--- config.mk ---
export PLATFORM = sky130hd
export DESIGN_NAME = sfr_map_ctrl
export DESIGN_NICKNAME = d
export VERILOG_FILES = /design/src/common/sfr_pkg.sv /design/src/logic/sfr_map_ctrl.sv /design/src/logic/sfr_ptr_mem.sv
export SDC_FILE = /design/constraint.sdc
export NUM_CORES = 1
export LEC_CHECK = 0
export ABC_AREA = 1
export BUFFER_PORTS_ARGS = -buffer_cell sky130_fd_sc_hd__buf_4
export CAP_MARGIN = 15
export CORE_ASPECT_RATIO = 1.1
export CORE_MARGIN = 5
export CORE_UTILIZATION = 48
export CTS_BUF_LIST = sky130_fd_sc_hd__clkbuf_8
export CTS_CLUSTER_DIAMETER = 150
export CTS_CLUSTER_SIZE = 8
export DETAILED_ROUTE_END_ITERATION = 16
export GPL_TIMING_DRIVEN = 0
export MAX_ROUTING_LAYER = met4
export PLACE_DENSITY = 0.77
export SLEW_MARGIN = 20
export SYNTH_ARGS = -nofsm -noshare
export SYNTH_HDL_FRONTEND = slang
export SYNTH_HIERARCHICAL = 1
export SYNTH_SLANG_ARGS = --single-unit
--- constraint.sdc ---
create_clock -name clock_in -period 3.9 [get_ports clock_in]
set_input_delay 0.39 -clock clock_in [delete_from_list [all_inputs] [get_ports clock_in]]
set_output_delay 0.39 -clock clock_in [all_outputs]
set_load 0.01 [all_outputs]
--- src/common/sfr_pkg.sv ---
// Shared types, register map tables and reset values for the register map block.
// Assumes a single core clock domain and one CPU master issuing one request per cycle.
package sfr_pkg;

    // ==============================
    // Request and answer carriers
    // ==============================
    typedef enum logic [2:0] {
        SFR_OP_IDLE = 3'b000,
        SFR_OP_RD = 3'b001,
        SFR_OP_WR = 3'b010,
        SFR_OP_BIT_RD = 3'b011,
        SFR_OP_BIT_SET = 3'b100,
        SFR_OP_BIT_CLR = 3'b101
    } sfr_op_e;

    typedef struct packed {
        sfr_op_e op;
        logic [7:0] addr;
        logic [7:0] wdata;
    } sfr_req_s;

    typedef struct packed {
        logic ack;
        logic hit;
        logic [7:0] rdata;
        logic bit_rdata;
    } sfr_rsp_s;

    typedef struct packed {
        logic valid;
        logic [15:0] addr;
    } sfr_xreq_s;

    // ==============================
    // Register table
    // ==============================
    localparam int NREG = 40;
    localparam int NPTR = 8;
    localparam int IDX_SYS_CTRL = 19;
    localparam int IDX_ANA_SEL = 11;
    localparam int IDX_PTR_SEL = 39;

    // Version register contents; values are arbitrary
    localparam logic [7:0] VERSION_A = 8'h11;
    localparam logic [7:0] VERSION_B = 8'h22;
    localparam logic [7:0] VERSION_C = 8'h33;

    localparam logic [7:0] ADDR_DPL = 8'h82;
    localparam logic [7:0] ADDR_DPH = 8'h83;
    localparam logic [7:0] BIT_AREA_BASE = 8'h80;
    localparam logic [7:0] UNMAPPED_RDATA = 8'h00;
    localparam logic [7:0] CAN_PAGE = 8'hf7;

    // System control field positions
    localparam int SYS_CAN_OFF_BIT = 2;
    localparam int SYS_STROBE_DIS_BIT = 3;
    localparam int SYS_MAP_SEL_BIT = 4;

    localparam logic [7:0] REG_ADDR [NREG] = '{
        8'h80, 8'h86, 8'h87, 8'h88, 8'h88, 8'h89, 8'h8a, 8'h8b, 8'h8c, 8'h8d,
        8'h90, 8'h90, 8'h98, 8'h99, 8'ha0, 8'ha8, 8'ha9, 8'haa, 8'hb0, 8'hb1,
        8'hb8, 8'hba, 8'hc1, 8'hc2, 8'hc3, 8'hc4, 8'hc5, 8'hc6, 8'hc7, 8'hc8,
        8'hca, 8'hcb, 8'hcc, 8'hcd, 8'hd8, 8'he8, 8'hfc, 8'hfd, 8'hfe, 8'h92};
    localparam logic [NREG-1:0] REG_MAPPED = 40'h70_0000_0810;
    localparam logic [7:0] REG_RESET [NREG] = '{
        8'hff, 8'h00, 8'h00, 8'h00, 8'h00, 8'h00, 8'h00, 8'h00, 8'h00, 8'h00,
        8'hff, 8'hff, 8'h00, 8'h00, 8'hff, 8'h00, 8'h00, 8'hd9, 8'hff, 8'h21,
        8'h00, 8'h03, 8'h00, 8'h00, 8'h00, 8'h00, 8'h00, 8'h00, 8'h00, 8'h00,
        8'h00, 8'h00, 8'h00, 8'h00, 8'h00, 8'h03, VERSION_A, VERSION_B, VERSION_C, 8'h00};
    localparam logic [7:0] REG_WMASK [NREG] = '{
        8'hff, 8'hff, 8'hff, 8'hff, 8'h90, 8'hff, 8'hff, 8'hff, 8'hff, 8'hff,
        8'hff, 8'hff, 8'hff, 8'hff, 8'hff, 8'hff, 8'hff, 8'hff, 8'hff, 8'h3f,
        8'hff, 8'h03, 8'hff, 8'hff, 8'hff, 8'hff, 8'hff, 8'hff, 8'hff, 8'hdf,
        8'hff, 8'hff, 8'hff, 8'hff, 8'hdf, 8'h03, 8'h00, 8'h00, 8'h00, 8'h07};

endpackage : sfr_pkg

--- src/logic/sfr_map_ctrl.sv ---
// Register map decode, system control bits, data pointer bank and data window select.
// Assumes the core issues at most one register request per clock and that reset is
// already synchronised to clock_in outside this block.
//
// Notes on behaviour
// - Eight 16-bit data pointers; pointer select register picks the active one.
// - Map-select clear decodes standard area; set decodes shared addresses to mapped area.
// - Map-select keeps its value; only software or reset changes it.
// - Only analog select, power control ext and three version registers are mapped.
// - Addresses with low three bits zero also allow single-bit read, set, clear.
// - Data space accesses from F700 to F7FF select the CAN controller.
// - CAN switch-off bit zero enables CAN, one switches it off; resets zero.
// - Port 1 analog select shares 90h with port 1 latch; both reset to ones.
// - Power control ext shares 88h, reached with map-select set, bit 7 resets clear.
// - With external access select high, latch strobe disable bit suppresses the strobe.
// - Standard and mapped areas together form the peripheral register interface.
`timescale 1ns/1ps
module sfr_map_ctrl (
    input wire logic clock_in,
    input wire logic nrst_in,
    input wire sfr_pkg::sfr_req_s sfr_req_in,
    output sfr_pkg::sfr_rsp_s sfr_rsp_out,
    input wire sfr_pkg::sfr_xreq_s xreq_in,
    output logic can_sel_out,
    output logic xram_sel_out,
    output logic [7:0] can_offset_out,
    output logic can_enable_out,
    input wire logic external_access_select_in,
    input wire logic ale_req_in,
    output logic ale_out,
    output logic [15:0] dptr_out,
    output logic map_select_out,
    output logic [sfr_pkg::NREG-1:0][7:0] sfr_regs_out
);
    import sfr_pkg::*;

    // ==============================
    // Decode helpers
    // ==============================

    // True when some mapped register sits at this address
    function automatic logic is_mapped_addr(input logic [7:0] addr);
        logic found;
        found = 1'b0;
        for (int i = 0; i < NREG; i++)
        begin
            if (REG_MAPPED[i] && (REG_ADDR[i] == addr))
            begin
                found = 1'b1;
            end
        end
        return found;
    endfunction : is_mapped_addr

    // Returns {hit, index} for a byte address under the current area selection
    function automatic logic [6:0] decode_reg(input logic [7:0] addr, input logic map_select_bit);
        logic [6:0] res;
        logic shadow;
        res = 7'h00;
        shadow = map_select_bit && is_mapped_addr(addr);
        for (int i = 0; i < NREG; i++)
        begin
            if (REG_ADDR[i] == addr)
            begin
                if (REG_MAPPED[i] ? map_select_bit : !shadow)
                begin
                    res = {1'b1, 6'(i)};
                end
            end
        end
        return res;
    endfunction : decode_reg

    // ==============================
    // Request decode
    // ==============================
    logic [7:0] regs_ff [NREG];
    logic [7:0] nxt_regs [NREG];
    logic map_select_bit;
    logic is_bit_op;
    logic is_wr_op;
    logic is_rd_op;
    logic [7:0] byte_addr;
    logic [2:0] bit_pos;
    logic bit_area;
    logic [6:0] dec;
    logic reg_hit;
    logic [5:0] reg_idx;
    logic ptr_lo_hit;
    logic ptr_hi_hit;
    logic [7:0] cur_byte;
    logic [7:0] wr_value;
    logic [15:0] ptr_rd_data;
    logic [1:0] ptr_be;
    logic [2:0] ptr_sel;
    logic any_hit;

    assign map_select_bit = regs_ff[IDX_SYS_CTRL][SYS_MAP_SEL_BIT];
    assign ptr_sel = regs_ff[IDX_PTR_SEL][2:0];

    assign is_bit_op = (sfr_req_in.op == SFR_OP_BIT_RD) || (sfr_req_in.op == SFR_OP_BIT_SET) ||
                       (sfr_req_in.op == SFR_OP_BIT_CLR);
    assign is_wr_op = (sfr_req_in.op == SFR_OP_WR) || (sfr_req_in.op == SFR_OP_BIT_SET) ||
                      (sfr_req_in.op == SFR_OP_BIT_CLR);
    assign is_rd_op = (sfr_req_in.op == SFR_OP_RD) || (sfr_req_in.op == SFR_OP_BIT_RD);

    // Bit addresses below the register area belong to internal RAM, not here
    assign bit_area = sfr_req_in.addr >= BIT_AREA_BASE;
    assign byte_addr = is_bit_op ? {sfr_req_in.addr[7:3], 3'b000} : sfr_req_in.addr;
    assign bit_pos = sfr_req_in.addr[2:0];

    assign dec = decode_reg(byte_addr, map_select_bit);
    assign reg_hit = dec[6] && (!is_bit_op || bit_area);
    assign reg_idx = dec[5:0];

    // Pointer bytes are byte-only locations in the standard area
    assign ptr_lo_hit = !is_bit_op && (sfr_req_in.addr == ADDR_DPL);
    assign ptr_hi_hit = !is_bit_op && (sfr_req_in.addr == ADDR_DPH);
    assign any_hit = reg_hit || ptr_lo_hit || ptr_hi_hit;

    assign cur_byte = reg_hit ? regs_ff[reg_idx] : UNMAPPED_RDATA;

    // ==============================
    // Write value, byte or single bit
    // ==============================
    always_comb
    begin
        wr_value = cur_byte;
        case (sfr_req_in.op)
            SFR_OP_WR:
            begin
                wr_value = sfr_req_in.wdata;
            end
            SFR_OP_BIT_SET:
            begin
                wr_value[bit_pos] = 1'b1;
            end
            SFR_OP_BIT_CLR:
            begin
                wr_value[bit_pos] = 1'b0;
            end
            default:
            begin
                wr_value = cur_byte;
            end
        endcase
    end

    // ==============================
    // Register file next state
    // ==============================
    always_comb
    begin
        for (int i = 0; i < NREG; i++)
        begin
            nxt_regs[i] = regs_ff[i];
        end
        if (is_wr_op && reg_hit)
        begin
            // Masked bits keep their value, so reserved bits stay stable
            nxt_regs[reg_idx] = (regs_ff[reg_idx] & ~REG_WMASK[reg_idx]) |
                                (wr_value & REG_WMASK[reg_idx]);
        end
    end

    // Map-select only moves on a software write; no hardware clear path exists
    always_ff @(posedge clock_in or negedge nrst_in)
    begin
        if (!nrst_in)
        begin
            for (int i = 0; i < NREG; i++)
            begin
                regs_ff[i] <= REG_RESET[i];
            end
        end
        else
        begin
            for (int i = 0; i < NREG; i++)
            begin
                regs_ff[i] <= nxt_regs[i];
            end
        end
    end

    always_comb
    begin
        for (int i = 0; i < NREG; i++)
        begin
            sfr_regs_out[i] = regs_ff[i];
        end
    end

    // ==============================
    // Data pointer bank
    // ==============================
    assign ptr_be = {ptr_hi_hit && (sfr_req_in.op == SFR_OP_WR),
                     ptr_lo_hit && (sfr_req_in.op == SFR_OP_WR)};

    // Only the selected pointer is written or shown; the others hold their values
    sfr_ptr_mem u_ptr_mem (
        .clock_in(clock_in),
        .nrst_in(nrst_in),
        .wr_sel_in(ptr_sel),
        .wr_be_in(ptr_be),
        .wr_byte_in(sfr_req_in.wdata),
        .rd_sel_in(ptr_sel),
        .rd_data_out(ptr_rd_data)
    );

    assign dptr_out = ptr_rd_data;

    // ==============================
    // Register answer
    // ==============================
    always_ff @(posedge clock_in or negedge nrst_in)
    begin
        if (!nrst_in)
        begin
            sfr_rsp_out <= '0;
        end
        else
        begin
            sfr_rsp_out.ack <= sfr_req_in.op != SFR_OP_IDLE;
            sfr_rsp_out.hit <= (sfr_req_in.op != SFR_OP_IDLE) && any_hit;
            if (is_rd_op)
            begin
                if (ptr_lo_hit)
                begin
                    sfr_rsp_out.rdata <= ptr_rd_data[7:0];
                end
                else if (ptr_hi_hit)
                begin
                    sfr_rsp_out.rdata <= ptr_rd_data[15:8];
                end
                else
                begin
                    sfr_rsp_out.rdata <= cur_byte;
                end
                sfr_rsp_out.bit_rdata <= is_bit_op && reg_hit && cur_byte[bit_pos];
            end
        end
    end

    // ==============================
    // External data window
    // ==============================
    // A switched-off controller gives the page back to plain external data space
    always_ff @(posedge clock_in or negedge nrst_in)
    begin
        if (!nrst_in)
        begin
            can_sel_out <= 1'b0;
            xram_sel_out <= 1'b0;
            can_offset_out <= 8'h00;
        end
        else
        begin
            can_sel_out <= xreq_in.valid && (xreq_in.addr[15:8] == CAN_PAGE) &&
                           !regs_ff[IDX_SYS_CTRL][SYS_CAN_OFF_BIT];
            xram_sel_out <= xreq_in.valid && ((xreq_in.addr[15:8] != CAN_PAGE) ||
                            regs_ff[IDX_SYS_CTRL][SYS_CAN_OFF_BIT]);
            can_offset_out <= xreq_in.addr[7:0];
        end
    end

    assign can_enable_out = !regs_ff[IDX_SYS_CTRL][SYS_CAN_OFF_BIT];
    assign map_select_out = map_select_bit;

    // ==============================
    // Address latch strobe gating
    // ==============================
    // Kept combinational so the strobe is not delayed against the bus cycle
    assign ale_out = ale_req_in &&
                     !(external_access_select_in && regs_ff[IDX_SYS_CTRL][SYS_STROBE_DIS_BIT]);

endmodule : sfr_map_ctrl

--- src/logic/sfr_ptr_mem.sv ---
// Storage for the eight data pointers, byte writable, registered read port.
// Assumes one write and one read per cycle in the core clock domain.
`timescale 1ns/1ps
module sfr_ptr_mem (
    input wire logic clock_in,
    input wire logic nrst_in,
    input wire logic [2:0] wr_sel_in,
    input wire logic [1:0] wr_be_in,
    input wire logic [7:0] wr_byte_in,
    input wire logic [2:0] rd_sel_in,
    output logic [15:0] rd_data_out
);
    import sfr_pkg::*;

    logic [15:0] ptr_ff [NPTR];

    // ==============================
    // Write port
    // ==============================
    always_ff @(posedge clock_in or negedge nrst_in)
    begin
        if (!nrst_in)
        begin
            for (int i = 0; i < NPTR; i++)
            begin
                ptr_ff[i] <= 16'h0000;
            end
        end
        else
        begin
            if (wr_be_in[0])
            begin
                ptr_ff[wr_sel_in][7:0] <= wr_byte_in;
            end
            if (wr_be_in[1])
            begin
                ptr_ff[wr_sel_in][15:8] <= wr_byte_in;
            end
        end
    end

    // ==============================
    // Registered read port
    // ==============================
    always_ff @(posedge clock_in or negedge nrst_in)
    begin
        if (!nrst_in)
        begin
            rd_data_out <= 16'h0000;
        end
        else
        begin
            rd_data_out <= ptr_ff[rd_sel_in];
        end
    end

endmodule : sfr_ptr_mem

# == After elaboration in Yosys (flattened, before gate mapping) ==
# Memories as Yosys holds them, arrays and structs flattened.
# Cells that the tools add are included.
# word_totals
reg_bits,485
romBits,512
inputBits,40
output_inout_bits,360
elab_cells,264
n_memories,1
# mem_list
name,words,width,read_ports,rd_clocked_by_memory_dff,wr,line,text
(no name shown),64,8,1,0,0,sfr_map_ctrl.sv:162,(wr_value & REG_WMASK[reg_idx]);
# classes
order_cmp,7
eq_ne,47
mux,113
bitwise,9
n_reduce_logical,31
# ops
cell,count
two-way mux 7 bit,80
bitwise mux 320 bit,1
"equality test 8 bit, first input constant",38
bitwise mux 128 bit,2
two-way mux 128 bit,2
demux 16 bit (select 3 bit),2
two-way mux 8 bit,9
binary-select mux 16 bit (select 3 bit),1
binary-select mux 8 bit (select 6 bit),1
demux 8 bit (select 6 bit),1
two-way mux 16 bit,3
bitwise AND 8 bit,3
"equality test 8 bit, second input constant",3
one-hot mux 8 bit (3 select lines),1
logical AND 1 bit,18
NOT 8 bit,2
bitwise OR 8 bit,2
logical OR 1 bit,9
"greater-or-equal comparator 8 bit, second input constant",1
"!= test 8 bit, second input constant",1
"greater-or-equal comparator 7 bit, second input constant",1
"< comparator 7 x 1 -> 1 bit, second input constant",1
two-way mux 1 bit,7
NOT 6 -> 7 bit,1
other kinds (13),17

# == Logic depth before layout (Yosys ltp) ==
# depth
word_depth,101
mapped_depth,34

# == Hierarchy ==
# The synthesis kept the hierarchy.
# by_module_without_submodules
module,instances,cells_per_inst,area_each_um2,seq_area_each_um2
sfr_map_ctrl,1,2481,17820.8,8607.0
sfr_ptr_mem,1,887,6892.9,3603.5

# == Least setup slack after synthesis ==
# No wires, ideal clock.
# synth_path
kind,in2reg
startpoint,in sfr_req_in[18] in the netlist's numbering
endpoint,"reg regs_ff, in the netlist sfr_regs_out[129]"
setup_ns,0.130
t_arrival_ns,3.305
required_time_ns,3.770
path_slack_ns,0.465
stages,28
path_cell_list,inv_1 > nand3_1 > inv_2 > nor2_1 > o21ai_1 > inv_2 > nor2_2 > nand2_1 > nand2_1 > nand2_1 > nand4_2 > o21ai_1 > nor2_8 > inv_4 > nor2_4 > nand3_4 > buf_2 > o22ai_1 > nor2_1 > nand2_1 > nand3_1 > nand3_1 > nand2_1 > nand2_1 > nand2_2 > buf_4 > nand2_1 > o21ai_1
# synth_between
elab_chain_cells,99
elab_cells_between_ends,158
classes_between,order compare (2); eq/ne (42); mux (96); bitwise (7); reduce/logical (10); memory (1)
# synth_rtl
element,line,text
start: declaration,sfr_map_ctrl.sv:21,"input wire sfr_pkg::sfr_req_s sfr_req_in,"
equality test 3 x 2 -> 1 bit / equality test 3 bit (equally long branches),"sfr_map_ctrl.sv:101, sfr_map_ctrl.sv:103, sfr_map_ctrl.sv:129",
logical OR 1 bit (2 in series),sfr_map_ctrl.sv:101,assign is_bit_op = (sfr_req_in.op == SFR_OP_BIT_RD) || (sfr_req_in.op == SFR_OP_BIT_SET) ||
two-way mux 3 bit,sfr_map_ctrl.sv:109,"assign byte_addr = is_bit_op ? {sfr_req_in.addr[7:3], 3'b000} : sfr_req_in.addr;"
equality test 8 bit,"sfr_map_ctrl.sv:47, sfr_map_ctrl.sv:63",
two-way mux 1 bit (5 in series),sfr_map_ctrl.sv:47,if (REG_MAPPED[i] && (REG_ADDR[i] == addr))
logical AND 1 bit,sfr_map_ctrl.sv:60,shadow = map_select_bit && is_mapped_addr(addr);
two-way mux 7 bit,sfr_map_ctrl.sv:65,if (REG_MAPPED[i] ? map_select_bit : !shadow)
two-way mux 7 bit,sfr_map_ctrl.sv:63,if (REG_ADDR[i] == addr)
[77 not listed],--,
binary-select mux 8 bit (select 6 bit),"sfr_map_ctrl.sv:121, sfr_map_ctrl.sv:161",
two-way mux 8 bit (implied by the code) (2 in series),"sfr_map_ctrl.sv:121, sfr_map_ctrl.sv:161",
two-way mux 8 bit,sfr_map_ctrl.sv:121,assign cur_byte = reg_hit ? regs_ff[reg_idx] : UNMAPPED_RDATA;
bitwise AND 8 bit (no line) / bitwise OR 8 bit (equally long branches),--,
one-hot mux 8 bit (3 select lines),sfr_map_ctrl.sv:129,case (sfr_req_in.op)
bitwise AND 8 bit,sfr_map_ctrl.sv:162,
bitwise OR 8 bit,sfr_map_ctrl.sv:161,nxt_regs[reg_idx] = (regs_ff[reg_idx] & ~REG_WMASK[reg_idx]) |
bitwise mux 320 bit,sfr_map_ctrl.sv:161,
end signal: indexed assignment,sfr_map_ctrl.sv:173,regs_ff[i] <= REG_RESET[i];
end signal: indexed assignment,sfr_map_ctrl.sv:180,regs_ff[i] <= nxt_regs[i];
end: declaration,sfr_map_ctrl.sv:77,logic [7:0] regs_ff [NREG];
# Several ways; a longest one is shown, not always the timed one. The select of a mux whose other input is x is not followed.
# A chain may end at the register's enable or synchronous reset.

# == Worst setup path after layout ==
# layout_path
startpoint,"reg regs_ff, in the netlist map_select_out"
endpoint,"reg regs_ff, in the netlist sfr_regs_out[48]"
# layout_between
elab_chain_cells,89
elab_cells_between_ends,104
classes_between,order compare (2); mux (90); bitwise (7); reduce/logical (4); memory (1)
# layout_rtl
element,line
logical AND 1 bit,sfr_map_ctrl.sv:60
two-way mux 7 bit,sfr_map_ctrl.sv:65
two-way mux 7 bit,sfr_map_ctrl.sv:63
two-way mux 7 bit,sfr_map_ctrl.sv:65
two-way mux 7 bit,sfr_map_ctrl.sv:63
two-way mux 7 bit,sfr_map_ctrl.sv:65
two-way mux 7 bit,sfr_map_ctrl.sv:63
two-way mux 7 bit,sfr_map_ctrl.sv:65
[72 not listed],--
binary-select mux 8 bit (select 6 bit),"sfr_map_ctrl.sv:121, sfr_map_ctrl.sv:161"
two-way mux 8 bit (implied by the code) (2 in series),"sfr_map_ctrl.sv:121, sfr_map_ctrl.sv:161"
two-way mux 8 bit,sfr_map_ctrl.sv:121
bitwise AND 8 bit (no line) / bitwise OR 8 bit (equally long branches),--
one-hot mux 8 bit (3 select lines),sfr_map_ctrl.sv:129
bitwise AND 8 bit,sfr_map_ctrl.sv:162
bitwise OR 8 bit,sfr_map_ctrl.sv:161
bitwise mux 320 bit,sfr_map_ctrl.sv:161
# Mark *: on every way between the ends. The rest lies on a longest branch, timed or not. The select of a mux whose other input is x is not followed.

==> results_dict.tcl <==
set metrics [dict create \
    grt_pass1_wl_um 162000 \
    grt_pass1_vias 24800 \
    status "finished with violations" \
    clkSinkCount 485 \
    synth_top_family_by_area "simple AND/OR/NAND/NOR gates" \
    wl_um 117000 \
    ctsRootBufferMaster "clkbuf_8" \
    synth-edff-count 0 \
    tightest_slew_ns 1.10 \
    layout-drive-gt1-share 0.256 \
    antenna_found_initial 5 \
    ys.flop_type "dfrtp_1" \
    worstReg2RegStart "map_select_out" \
    leakagePower_uw 0.0174 \
    cts_htree_levels 3 \
    path_clk_slew_ns 0.07 \
    critical-path-max-stage-delay_ns 0.39 \
    synthXorXnorAreaFrac 0 \
    end_kind "flip-flop" \
    initial_utilization 0.483 \
    die_area_um2 56100 \
    hp-start "xreq_in[9]" \
    critPathMaxFanout 8 \
    slowest_stage "dfrtp_1" \
    crit_top_cell "nand2_2" \
    placement_rows 87 \
    dp_slack_ns -2.01 \
    fin_crit_sh 1.03 \
    critPathLaunchType "flip-flop" \
    wl_per_cell_um 25.0 \
    drv_slew 0 \
    synth.area.mux_share 0 \
    place_hpwl_um 83900 \
    yosys_warnings 6 \
    hp-class "primary input to flip-flop" \
    area_delta_synth_final_pct 33.0 \
    dr.first_iter.drc_count 3464 \
    drc_errors 0 \
    netlist_instances 3368 \
    grt_overflow_total 0 \
    cp.arrival_ns 4.57 \
    coreArea_um2 51200 \
    setup_viol 138 \
    port_buffers 399 \
    fin_skew_ns 0.0474 \
    grt_max_degree 96 \
    reg2regPathDepth 30 \
    layout_setup_ws_ns -0.112 \
    critPathKind "flip-flop to flip-flop" \
    synth_compound_area_frac 0.0640 \
    synthAdderAreaFrac 0 \
    syn-num-nets 3408 \
    worstPathRequired_ns 4.45 \
    vdd_drop_max_mv 0.262 \
    n_fill_cell 4577 \
    max_freq_ghz 0.249 \
    synthSimpleGateAreaFrac 0.339 \
    fin_crit_ns 4.01 \
    hold_violations 0 \
    drv_cap 0 \
    num_vias 26700 \
    cts_tree "done" \
    viasPerCell 5.70 \
    synthesis.area_um2 24700 \
    r2r_slack_ns -0.11 \
    ant_nets 0 \
    final_core_util 0.642 \
    slew_headroom 0.267 \
    track_usage 0.408 \
    crit_start "map_select_out" \
    r2r_end "sfr_regs_out[48]" \
    fin_nets 4010 \
    routabilityCongestion 1.05 \
    yosys_register_bits 485 \
    power.density_nw_per_um2 347 \
    min_path_cells 4 \
    worstSkewPairLatency_ns 0.70 \
    syn_avg_cell_area_um2 7.34 \
    rsz0062_at_grt "true" \
    violations "setup timing" \
    die_h_um 248 \
    die_w_um 226 \
    cts.path.max_buffers 3 \
    ys_types 43 \
    cts_buffers 70 \
    async_flop_share 1.00 \
    io_pins 400 \
    drt_pre_antenna_iters 6 \
    yosysSeqAreaShare 0.494 \
    hold_end "xram_sel_out" \
]
## flip-flops by register name (all words and copies together) (netlist names)
name	cells
can_offset_out	8
can_sel_out	1
map_select_out	1
sfr_regs_out	319
sfr_rsp_out	11
u_ptr_mem/ptr_ff	128
u_ptr_mem/rd_data_out	16
xram_sel_out	1
## worst max-delay path by stage
stage,to,slack [ns],cells after the start
finish,sfr_regs_out[48],-0.11,30
global route,sfr_regs_out[229],-0.25,23
CTS,sfr_regs_out[20],-0.07,18
detailed placement,sfr_regs_out[46],-2.01,26
global placement,u_ptr_mem/ptr_ff[103],-2.68,1
floorplan,sfr_regs_out[129],0.47,28
## layer usage
| layer | GRT usage | up-vias | share of wire |
|---|---|---|---|
| li1 | - | 11700 | - |
| met1 | 0.479 | 12600 | 0.34 |
| met2 | 0.615 | 1891 | 0.43 |
| met3 | 0.0819 | 608 | 0.11 |
| met4 | 0.319 | 0 | 0.11 |
| met5 | - | - | 0 |
## worst max-delay path, delay by kind of cell (launching register included)
kind,cells,cell delay (ns)
buf+inv,8,1.15
simple gates,22,2.33
flops,1,0.39
## synthesized netlist by cell type, types with 41 or more instances
cell | n | share of area
buf_2 | 45 | 0.0091
clkbuf_1 | 110 | 0.017
dfrtp_1 | 426 | 0.43
dfstp_2 | 59 | 0.063
inv_1 | 368 | 0.056
nand2_1 | 1411 | 0.21
nand3_1 | 230 | 0.047
nand3b_1 | 41 | 0.012
nand4_1 | 47 | 0.012
nor2_1 | 193 | 0.029
o21ai_0 | 116 | 0.023
o21ai_1 | 92 | 0.019
## report_power, final
group | internal [µW] | switching (µW) | total, µW
Sequential | 5140 | 73.9 | 5210
Combinational | 844 | 1520 | 2370
Clock | 1730 | 2080 | 3810
Total | 7710 | 3680 | 11400
## stage by stage
step | total power (µW) | TNS, ns | cell area (µm²) | instances | hold slack [ns]
4_1_cts | 11000 | -1.53 | 31500 | 4638 | 0.0106
6_report | 11400 | -6.64 | 32900 | 4693 | 0.0686
3_5_place_dp | 6930 | -454.76 | 28700 | 4439 | 0.399
3_3_place_gp | 6910 | -1641.27 | 28500 | 4434 | 0.443
5_1_grt | 11700 | -25.32 | 32900 | 4692 | 0.0918
2_1_floorplan | 6020 | 0 | 24700 | 3368 | 0.0944
## layout by cell type (no fill, tap or decap), types with 22 or more instances in the layout
master / instances
nand2_1: 1331
buf_4: 482
dfrtp_1: 426
inv_1: 408
nand3_1: 198
nor2_1: 150
o21ai_0: 107
o21ai_1: 93
clkbuf_1: 80
clkbuf_8: 75
nand2_2: 66
dfstp_2: 59
nand4_1: 47
buf_6: 43
nand3b_1: 41
nor2_2: 36
buf_12: 32
nor3_1: 31
nor2_4: 25
nand3_2: 25
o21ai_2: 23
clkbuf_2: 22
## repair_timing
action                     4_1_cts  5_1_grt
buffers inserted                58       39
hold endpoints to repair        68        0
gates cloned                     6       12
pin swaps                       25       43
resized for setup              251      224
setup endpoints to repair      278      272
hold buffers                    13        0
## cell type report
class | instances | area, µm² | area share
sequential | 485 | 12200 | 0.372
multi-input combinational | 2288 | 10900 | 0.331
timing repair buffer | 530 | 4630 | 0.141
buffer | 201 | 1580 | 0.0482
inverter | 394 | 1510 | 0.0459
clock buffer | 73 | 1000 | 0.0306
tap | 667 | 835 | 0.0254
clock inverter | 49 | 199 | 0.00605
antenna | 6 | 15.0 | 0.000457
## logic make-up after synthesis
kind of cell / Yosys count
AOI/OAI and AO/OA: 281
buffers and inverters: 596
DFF: 485
and+or+nand+nor: 2006
Power figures use the tool's default switching activity.
